## src/rtl/wac_pkg.sv

```systemverilog
// Package for watchdog answer and off-state cause registers
`default_nettype none
package wac_pkg;
  // Register identifiers on the internal command port
  localparam logic [1:0] REG_WD_STATUS = 2'h0;
  localparam logic [1:0] REG_RESPONSE_BYTE_FIELD = 2'h1;
  localparam logic [1:0] REG_OFF_CAUSE = 2'h2;
  // Reset values
  localparam logic [7:0] OFF_CAUSE_RST = 8'h00;
  localparam logic [7:0] ANSWER_RST = 8'h00;
  // Answers needed in window 1 for mode 0
  localparam logic [2:0] EARLY_COUNT_M0 = 3'h4;
  // Bit positions of the off-state cause register
  localparam int CAUSE_STARTUP_TO = 7;
  localparam int CAUSE_EC_PWDN = 6;
  localparam int CAUSE_SUPPLY_OV = 5;
  localparam int CAUSE_REG_FAIL = 4;
  localparam int CAUSE_CRC = 3;
  localparam int CAUSE_RESET_STATE_TIMEOUT_CAUSE = 2;
  localparam int CAUSE_SYSCLK = 1;
  localparam int CAUSE_POR = 0;
  // Off-state cause events, one bit each
  typedef struct packed {
    logic startup_timeout_cause;
    logic error_count_powerdown_cause;
    logic supply_overvoltage_cause;
    logic regulator_failure_cause;
    logic config_memory_crc_cause;
    logic reset_state_timeout_cause;
    logic system_clock_failure_cause;
    logic poweron_reset_cause;
  } wac_cause_s;
  // Watchdog window events from the timing logic
  typedef struct packed {
    logic cycle_end;
    logic in_window1;
    logic in_closed;
  } wac_wd_s;
endpackage
`default_nettype wire

```

## src/rtl/wac_regs.sv

```systemverilog
// Watchdog early flag, answer register and off-state cause latch
// Notes on behaviour
// - Mode 0: early flag set if at least 4 answers in window 1, else cleared.
// - Mode 1: early flag set if one answer in closed window, else cleared.
// - Early flag updated at every cycle end; cleared by status read.
// - Eight-bit write-only answer register takes each host answer byte.
// - Answer register initialised at power-on reset and RESET state entry.
// - Cause register read-only, resets to zero, cleared by read access.
// - Bit 7 set by start-up timeout forcing OFF.
// - Bit 6 set by error count power-down threshold forcing OFF.
// - Bit 5 set by supply overvoltage; held after the event ends until read.
// - Bit 4 set by regulator or internal supply failure forcing OFF.
// - Bit 3 set by configuration memory CRC error forcing OFF.
// - Bit 2 set by RESET state timeout forcing OFF.
// - Bit 1 set by system clock failure forcing OFF.
// - Bit 0 set by power-on reset event forcing OFF.
`timescale 1ns/1ps
`default_nettype none
module wac_regs (
  // Clock and reset
  input wire logic i_mclk,
  input wire logic i_rst,
  // Register command port, one-cycle strobes
  input wire logic i_rd,
  input wire logic i_wr,
  input wire logic [1:0] i_addr,
  input wire logic [7:0] i_wdata,
  // Watchdog configuration and timing
  input wire logic i_watchdog_mode_select,
  input wire logic i_reset_state_entry,
  input wire wac_pkg::wac_wd_s i_wd,
  // Off-state cause events
  input wire wac_pkg::wac_cause_s i_cause,
  // Read data and status
  output logic [7:0] o_rdata,
  output logic o_rvalid,
  output logic o_early_response_flag,
  output logic [7:0] o_response_byte_field,
  output logic o_answer_strobe,
  output logic [7:0] o_off_state_cause_latch
);
  // Early flag and its next value
  logic early_q;
  logic early_d;
  // Answers counted in window 1 of the running cycle
  logic [2:0] win_cnt_q;
  logic [2:0] win_cnt_d;
  // Answer seen in the closed window of the running cycle
  logic closed_seen_q;
  logic closed_seen_d;
  // Last answer byte and its one-cycle strobe
  logic [7:0] answer_q;
  logic [7:0] answer_d;
  logic ans_stb_q;
  logic ans_stb_d;
  // Off-state cause latch
  logic [7:0] cause_q;
  logic [7:0] cause_d;
  // Registered read port
  logic [7:0] rdata_q;
  logic [7:0] rdata_d;
  logic rvalid_q;
  logic rvalid_d;
  // Decoded accesses
  logic answer_wr;
  logic status_rd;
  logic cause_rd;
  // Watchdog verdict terms
  logic win1_answer;
  logic closed_answer;
  logic win_cnt_full;
  logic [3:0] win_cnt_next;
  logic early_m0;
  logic early_m1;
  logic early_hit;
  // Cause events as a vector, one bit per cause position
  logic [7:0] cause_set;

  // Command decode; only the answer slot is writable
  assign answer_wr = i_wr && (i_addr == wac_pkg::REG_RESPONSE_BYTE_FIELD);
  assign status_rd = i_rd && (i_addr == wac_pkg::REG_WD_STATUS);
  assign cause_rd = i_rd && (i_addr == wac_pkg::REG_OFF_CAUSE);

  // Answer qualified by the window it lands in
  assign win1_answer = answer_wr && i_wd.in_window1;
  assign closed_answer = answer_wr && i_wd.in_closed;

  // Window 1 count, saturating so a chatty host cannot wrap it
  assign win_cnt_full = (win_cnt_q == 3'h7);
  assign win_cnt_d = i_wd.cycle_end ? 3'h0 :
    ((win1_answer && !win_cnt_full) ? win_cnt_q + 3'h1 : win_cnt_q);

  // Closed window memory, dropped at each cycle end
  assign closed_seen_d = i_wd.cycle_end ? 1'b0 : (closed_seen_q || closed_answer);

  // Mode 0 verdict; the spare bit keeps the sum from wrapping at seven
  assign win_cnt_next = {1'b0, win_cnt_q} + {3'h0, win1_answer};
  assign early_m0 = (win_cnt_next >= {1'b0, wac_pkg::EARLY_COUNT_M0});
  // Mode 1 verdict, an answer on the last cycle included
  assign early_m1 = closed_seen_q || closed_answer;
  // Verdict chosen by the mode select
  assign early_hit = i_watchdog_mode_select ? early_m1 : early_m0;

  // Cycle end update wins over a status read clear
  assign early_d = i_wd.cycle_end ? early_hit : (status_rd ? 1'b0 : early_q);

  // RESET state entry beats a same-cycle write
  assign answer_d = i_reset_state_entry ? wac_pkg::ANSWER_RST :
    (answer_wr ? i_wdata : answer_q);
  // Strobe marks each answer write, also one that RESET state entry discards
  assign ans_stb_d = answer_wr;

  // Cause events mapped onto their bit positions
  assign cause_set[wac_pkg::CAUSE_STARTUP_TO] = i_cause.startup_timeout_cause;
  assign cause_set[wac_pkg::CAUSE_EC_PWDN] = i_cause.error_count_powerdown_cause;
  assign cause_set[wac_pkg::CAUSE_SUPPLY_OV] = i_cause.supply_overvoltage_cause;
  assign cause_set[wac_pkg::CAUSE_REG_FAIL] = i_cause.regulator_failure_cause;
  assign cause_set[wac_pkg::CAUSE_CRC] = i_cause.config_memory_crc_cause;
  assign cause_set[wac_pkg::CAUSE_RESET_STATE_TIMEOUT_CAUSE] = i_cause.reset_state_timeout_cause;
  assign cause_set[wac_pkg::CAUSE_SYSCLK] = i_cause.system_clock_failure_cause;
  assign cause_set[wac_pkg::CAUSE_POR] = i_cause.poweron_reset_cause;

  // Per-bit latch: a read clears, a new event sets
  // Set wins over the read clear, so no event is lost
  for (genvar b = 0; b < $bits(cause_q); b++) begin : g_cause
    assign cause_d[b] = (cause_q[b] && !cause_rd) || cause_set[b];
  end

  // Read mux: value before the clear is returned
  // Reads of the answer slot and the spare slot give zero
  assign rdata_d = cause_rd ? cause_q :
    (status_rd ? {7'h00, early_q} : 8'h00);
  // Every read strobe earns one valid pulse
  assign rvalid_d = i_rd;

  // Early flag register
  always_ff @(posedge i_mclk) begin
    if (i_rst) begin
      early_q <= 1'b0;
    end else begin
      early_q <= early_d;
    end
  end

  // Window 1 answer counter
  always_ff @(posedge i_mclk) begin
    if (i_rst) begin
      win_cnt_q <= 3'h0;
    end else begin
      win_cnt_q <= win_cnt_d;
    end
  end

  // Closed window answer memory
  always_ff @(posedge i_mclk) begin
    if (i_rst) begin
      closed_seen_q <= 1'b0;
    end else begin
      closed_seen_q <= closed_seen_d;
    end
  end

  // Answer byte register
  always_ff @(posedge i_mclk) begin
    if (i_rst) begin
      answer_q <= wac_pkg::ANSWER_RST;
    end else begin
      answer_q <= answer_d;
    end
  end

  // Answer strobe register
  always_ff @(posedge i_mclk) begin
    if (i_rst) begin
      ans_stb_q <= 1'b0;
    end else begin
      ans_stb_q <= ans_stb_d;
    end
  end

  // Off-state cause latch register
  always_ff @(posedge i_mclk) begin
    if (i_rst) begin
      cause_q <= wac_pkg::OFF_CAUSE_RST;
    end else begin
      cause_q <= cause_d;
    end
  end

  // Read data register
  always_ff @(posedge i_mclk) begin
    if (i_rst) begin
      rdata_q <= 8'h00;
    end else begin
      rdata_q <= rdata_d;
    end
  end

  // Read valid register
  always_ff @(posedge i_mclk) begin
    if (i_rst) begin
      rvalid_q <= 1'b0;
    end else begin
      rvalid_q <= rvalid_d;
    end
  end

  // Outputs straight from their registers
  assign o_rdata = rdata_q;
  assign o_rvalid = rvalid_q;
  assign o_early_response_flag = early_q;
  assign o_response_byte_field = answer_q;
  assign o_answer_strobe = ans_stb_q;
  assign o_off_state_cause_latch = cause_q;
endmodule
`default_nettype wire

```

## config.mk

```make
export PLATFORM = sky130hd
export DESIGN_NAME = wac_regs
export DESIGN_NICKNAME = d
export VERILOG_FILES = /design/src/rtl/wac_pkg.sv /design/src/rtl/wac_regs.sv
export SDC_FILE = /design/constraint.sdc
export NUM_CORES = 1
export LEC_CHECK = 0
export ABC_CLOCK_PERIOD_IN_PS = 1900
export BUFFER_PORTS_ARGS = -buffer_cell sky130_fd_sc_hd__buf_2
export CAP_MARGIN = 20
export CORE_MARGIN = 2
export CORE_UTILIZATION = 40
export DETAILED_ROUTE_END_ITERATION = 8
export HOLD_SLACK_MARGIN = 0.02
export PLACE_DENSITY_LB_ADDON = 0.3
export SYNTH_ARGS = -nofsm -noshare
export SYNTH_HDL_FRONTEND = slang
export SYNTH_SLANG_ARGS = --single-unit
export TNS_END_PERCENT = 30
```

## constraint.sdc

```tcl
create_clock -name i_mclk -period 1.9 [get_ports i_mclk]
set_clock_uncertainty 0.2 [all_clocks]
set_input_delay 0.095 -clock i_mclk [delete_from_list [all_inputs] [get_ports i_mclk]]
set_output_delay 0.095 -clock i_mclk [all_outputs]
set_load 0.02 [all_outputs]
```

==> flow_summary.toml, run 1 <==
[outcome]
run_status = "finished clean"

[placed_design]
dp_hpwl_mm = 1.789
place_area_sq_um = 1371
io_buffers = 53
place.gp.congestion = 0.7452

[final_layout]
final_util_pct = 72.72
finish.instance_area_sq_um = 1834
drive_above_1_share_pct = 29.44
fin_nets = 242
mostFrequentLayoutCells = "53 x buf_2, 41 x dlygate4sd3_1, 31 x dfxtp_1, 21 x a21oi_1, 16 x nand2_1"
synthToLayoutAreaGrowth_pct = 67.93
final_common_cell = "buf_2"
antenna_cells = 0

[sta]
tns_ns = 0
tightest_slew_ns = 0.3547
fmaxAchievable_mhz = 543.7
fin_crit_sh_pct = 96.80
rsz0062_at_grt = "false"
holdWs_ns = 0.03108
fin_crit_ns = 1.839
final-setup-viol-count = 0
slew_violations = 0
hold_violations = 0
relSlewSlack_pct = 76.28

[clocking]
cts_sinks = 31
cts_root_buf = "clkbuf_4"
clock_path_buffers = 2
clkTransAtPathRegs_ns = 0.09
cts_max_level = 2
cts_tree = "built"
numCtsBuffers = 5
clk_latency_ns = 0.33
post_cts_buffers = 0

[route]
vias_per_cell = 4.754
wl_per_cell_um = 12.56
routed_wl_mm = 3.065
num_vias = 1160
drc_errors = 0
dr.pass1.iters = 4
drtIter0Drc = 30
ant_nets = 0

[synthesis]
syn-num-nets = 145
yosysSeqAreaShare_pct = 56.82
syn-instance-count = 116
ys_warn_count = 0
syn_area_per_cell_sq_um = 9.416
synth_area_sq_um = 1092
ys_seq_elements = 31
yosys.cell_types.count = 26

[critical_path]
cp-end-kind = "flop"
cpMaxStageDelayCell = "dlygate4sd3_1"
crit_path_start_kind = "input port"
crit_family = "buffers and inverters"
r2r_cells = 3
cp_common_cell = "dlygate4sd3_1"
crit_arrival_ns = 1.91
worstSetupPathType = "input port to flop"
slowest_delay_ns = 0.58
r2r_end = "o_early_response_flag$_SDFFE_PP0P_"
path_max_fanout = 16
critical_path_depth = 5
crit_buf_inv = 3
r2r_setup_slack_ns = 0.28
r2r-start = "win_cnt_q[1]$_SDFFE_PP0P_"
cp.required_ns = 1.97
cp-startpoint = "i_rst"
worstPathCellList = "dlygate4sd3_1 > buf_2 > or2_4 > a21oi_1 > dlygate4sd3_1"

[global_routing]
grt_util_all_layers_pct = 20.88
grt_pass1_vias = 1150
grt_pass1_wl_mm = 5.009
grt_start_max_net_pins = 17
gr-total-overflow = 0
antenna_found_initial = 0

[power]
leakage_nw = 0.8901
p_per_area_nw_per_um2 = 668.2
ir_drop_mv = 0.7491
power_mw = 1.226

[floorplan]
initial_utilization_pct = 43.30
num_io_pins = 54
fp.dieArea_sq_um = 3165
rows = 18
core_sq_um = 2522
die_w_um = 56.26
die_h_um = 56.26

[worst_hold_path]
hp-class = "input port to flop"
min_from = "i_wd[1]"
min_path_cells = 4
hold_end = "win_cnt_q[0]$_SDFFE_PP0P_"

[flow_run]
maxCapViolations = 0
[per-layer routing]
metal  GRT usage (%)  vias to the layer above  part of all wire, %
met1           21.58                      530                   40
met3           8.065                        5                  5.7
li1                -                      589                    -
met4           6.122                        0                  1.1
met2           38.66                       36                   54
met5               0                        -                    0
[sequential cells by signal, summed over array words and instances (netlist names)]
name                     flops
o_answer_strobe              1
o_off_state_cause_latch      8
o_rvalid                     1
closed_seen_q                1
win_cnt_q                    3
o_response_byte_field        8
o_rdata                      8
o_early_response_flag        1
[final cells by class]
cell class / instances / area [sq um]
fill: 196 / 688.2
timing repair buffer: 94 / 675.6
sequential: 31 / 620.6
multi-input combinational: 79 / 442.9
clock buffer: 7 / 45.04
tap: 30 / 37.54
inverter: 2 / 7.507
clock inverter: 1 / 5.005
[cell families after synthesis]
family	synth area share, %
multiplexers	0.9164
adder cells (fa/ha/maj)	2.291
AND/OR/NAND/NOR	23.14
AO/OA/AOI/OAI	13.98
buffers and inverters	2.864
flip-flops	56.82
[cell usage after synthesis]
library cell / number / share of area (%)
dfxtp_1: 31 / 57
a21oi_1: 21 / 9.6
nand2_1: 16 / 5.5
nor2_1: 11 / 3.8
and2_1: 7 / 4.0
o21ai_0: 3 / 1.4
clkbuf_1: 2 / 0.69
ha_1: 2 / 2.3
inv_1: 2 / 0.69
nand2b_1: 2 / 1.1
nand3_1: 2 / 0.92
nand3b_1: 2 / 1.4
or2_2: 2 / 1.1
a311oi_1: 1 / 0.80
and3b_1: 1 / 0.80
and4b_1: 1 / 0.92
buf_2: 1 / 0.46
buf_6: 1 / 1.0
mux2i_1: 1 / 0.92
nand4b_1: 1 / 0.80
nor2b_1: 1 / 0.57
nor3_1: 1 / 0.46
nor3b_2: 1 / 1.1
o211ai_1: 1 / 0.69
o41ai_2: 1 / 1.5
or3_1: 1 / 0.57
[per-stage QoR]
stage | setup slack [ns] | std cells
global placement | 0.4498 | 195
finish | 0.06084 | 244
floorplan | 0.4709 | 116
detailed placement | 0.3894 | 195
CTS | 0.04830 | 244
global route | 0.01318 | 244
[timing repair]
| item | 4_1_cts | 5_1_grt |
|---|---|---|
| resized for setup | 0 | 1 |
| setup endpoints to repair | 0 | 7 |
| hold buffers | 41 | 0 |
| endpoints found under the hold margin | 24 | 0 |
[tightest hold or removal path, delay by kind of cell]
kind            cells  cell delay (ns)
compound gates      1             0.06
buf+inv             1             0.10
simple gates        2             0.26
[power by group]
part	internal [mW]	switching (mW)	leakage (nW)
combinational	0.100	0.0862	0.608
sequential	0.669	0.0110	0.253
clock	0.144	0.215	0.0293
total	0.914	0.312	0.890
[how the worst max path moves through the flow]
| stage | end | slack, ns |
|---|---|---|
| global placement | win_cnt_q[0]$_SDFFE_PP0P_ | 0.45 |
| floorplan | win_cnt_q[0]$_SDFFE_PP0P_ | 0.47 |
| detailed placement | win_cnt_q[0]$_SDFFE_PP0P_ | 0.39 |
| finish | o_response_byte_field[6]$_SDFFE_PP0N_ | 0.06 |
| CTS | o_response_byte_field[4]$_SDFFE_PP0N_ | 0.05 |
| global route | o_off_state_cause_latch[2]$_SDFF_PP0_ | 0.01 |
Note: power is estimated with default switching activity, not from simulation.
==> run 2, diff against run 1 <==
--- a/config.mk
+++ b/config.mk
@@ -8,8 +8,10 @@
 export ABC_CLOCK_PERIOD_IN_PS = 1900
 export BUFFER_PORTS_ARGS = -buffer_cell sky130_fd_sc_hd__buf_2
 export CAP_MARGIN = 20
+export CELL_PAD_IN_SITES_DETAIL_PLACEMENT = 0
+export CELL_PAD_IN_SITES_GLOBAL_PLACEMENT = 1
 export CORE_MARGIN = 2
-export CORE_UTILIZATION = 40
+export CORE_UTILIZATION = 31
 export DETAILED_ROUTE_END_ITERATION = 8
 export HOLD_SLACK_MARGIN = 0.02
 export PLACE_DENSITY_LB_ADDON = 0.3
==> run 2 against run 1 <==
Effect of this change: first-iteration DRC count rose by 23%; final cell count rose by 6.1%; wire length rose by 0.46%; clock power rose by 6.4%; combinational power barely moved; design area rose by 1.4%; worst setup slack got worse by 0.0073 ns; fmax fell by 0.40%; sequential cell count did not move; register-to-register slack got worse by 0.03 ns; non-clock buffer count did not move; largest cell class unchanged.
==> flow_summary.toml, run 2 (synthesized netlist as in run 1, its figures left out) <==
[outcome]
run_status = "finished clean"

[route]
dr.pass1.iters = 4
wl_per_cell_um = 11.89
drtIter0Drc = 37
drc_errors = 0
ant_nets = 0
num_vias = 1182
vias_per_cell = 4.564
routed_wl_mm = 3.079

[placed_design]
io_buffers = 53
place.gp.congestion = 0.6818
dp_hpwl_mm = 1.895
place_area_sq_um = 1391

[final_layout]
antenna_cells = 0
final_util_pct = 55.32
final_common_cell = "buf_2"
synthToLayoutAreaGrowth_pct = 70.33
fin_nets = 242
finish.instance_area_sq_um = 1861
multiInputGateArea_sq_um = 442.9
regArea_sq_um = 620.6
fillers = 347
mostFrequentLayoutCells = "53 x buf_2, 41 x dlygate4sd3_1, 31 x dfxtp_1, 21 x a21oi_1, 16 x nand2_1"
drive_above_1_share_pct = 30.05

[clocking]
clkTransAtPathRegs_ns = 0.09
numCtsBuffers = 5
clock_path_buffers = 2
cts_root_buf = "clkbuf_4"
cts_tree = "built"
clk_latency_ns = 0.32
cts_sinks = 31
cts_max_level = 2

[sta]
rsz0062_at_grt = "true"
tightest_slew_ns = 0.3914
hold_violations = 0
fmaxAchievable_mhz = 541.6
fin_crit_sh_pct = 97.18
slew_violations = 0
fin_crit_ns = 1.846
holdWs_ns = 0.06163
final-setup-viol-count = 0
relSlewSlack_pct = 73.79

[floorplan]
rows = 21
die_h_um = 63.36
num_io_pins = 54
fp.dieArea_sq_um = 4014
die_w_um = 63.36
core_sq_um = 3363
initial_utilization_pct = 32.48

[critical_path]
r2r-start = "win_cnt_q[1]$_SDFFE_PP0P_"
endpoint = "o_off_state_cause_latch[7]$_SDFF_PP0_"
crit_arrival_ns = 1.86
r2r_end = "o_early_response_flag$_SDFFE_PP0P_"
r2r_cells = 3
cp.required_ns = 1.91
cp-end-kind = "flop"
path_max_fanout = 8
cp-startpoint = "i_rd"
worstSetupPathType = "input port to flop"
r2r_setup_slack_ns = 0.25
crit_path_start_kind = "input port"

[global_routing]
grt_util_all_layers_pct = 16.72
grt_pass1_vias = 1177
antenna_found_initial = 0
grt_start_max_net_pins = 17
gr-total-overflow = 0
grt_pass1_wl_mm = 5.140

[power]
leakage_nw = 0.8949
p_per_area_nw_per_um2 = 671.2
power_mw = 1.249
ir_drop_mv = 0.5026

[worst_hold_path]
hp-class = "input port to flop"

[flow_run]
maxCapViolations = 0
[run 2: cell count changes in the layout (fill, tap and decap cells not counted), sizes merged]
| cell | delta |
|---|---|
| clkbuf | -1 |
[run 2: worst min-delay path by stage]
stage	from	to	cells after the start
3_5_place_dp	i_cause[6]	o_off_state_cause_latch[6]$_SDFF_PP0_	3
3_3_place_gp	i_cause[5]	o_off_state_cause_latch[5]$_SDFF_PP0_	3
2_1_floorplan	i_rst	o_rvalid$_SDFF_PP0_	1
6_report	i_wd[1]	win_cnt_q[0]$_SDFFE_PP0P_	4
5_1_grt	i_wd[1]	win_cnt_q[0]$_SDFFE_PP0P_	4
4_1_cts	i_wd[1]	win_cnt_q[0]$_SDFFE_PP0P_	4
[run 2: worst max-delay path: stages]
cell           delay [ns]
dlygate4sd3_1        0.52
buf_2                0.12
nand3b_1             0.26
a21oi_1              0.24
nor2_1               0.06
dlygate4sd3_1        0.57
[run 2: timing repair]
item	CTS	global route
setup endpoints to repair	0	8
resized for setup	0	1
hold buffers	41	0
buffers inserted	0	0
endpoints found under the hold margin	24	0
[run 2: layer usage]
metal | share of wire, % | up-vias | global-route usage, %
met3 | 6.3 | 2 | 6.071
met4 | 0.68 | 0 | 4.891
met1 | 41 | 548 | 17.65
met2 | 52 | 44 | 30.79
met5 | 0 | - | 0
li1 | - | 588 | -
[run 2: through the flow]
step           TNS [ns]  setup WS [ns]  instances
3_3_place_gp          0         0.4468        211
6_report              0        0.05351        259
2_1_floorplan         0         0.4709        116
5_1_grt        -0.01335       -0.01335        259
4_1_cts               0        0.03654        259
3_5_place_dp          0         0.3766        211
[run 2: power by group]
group          switching, mW  internal, mW
Clock                  0.211         0.171
Sequential            0.0109         0.669
Combinational         0.0860         0.100
[run 2: cell type report]
cell class,count,share of cell area (%)
flip-flops and latches,31,33.36
clock buffers,6,2.757
inverters,2,0.4035
well taps,46,3.093
repair buffers,94,36.31
clock inverters,1,0.2690
multi-input cells,79,23.81
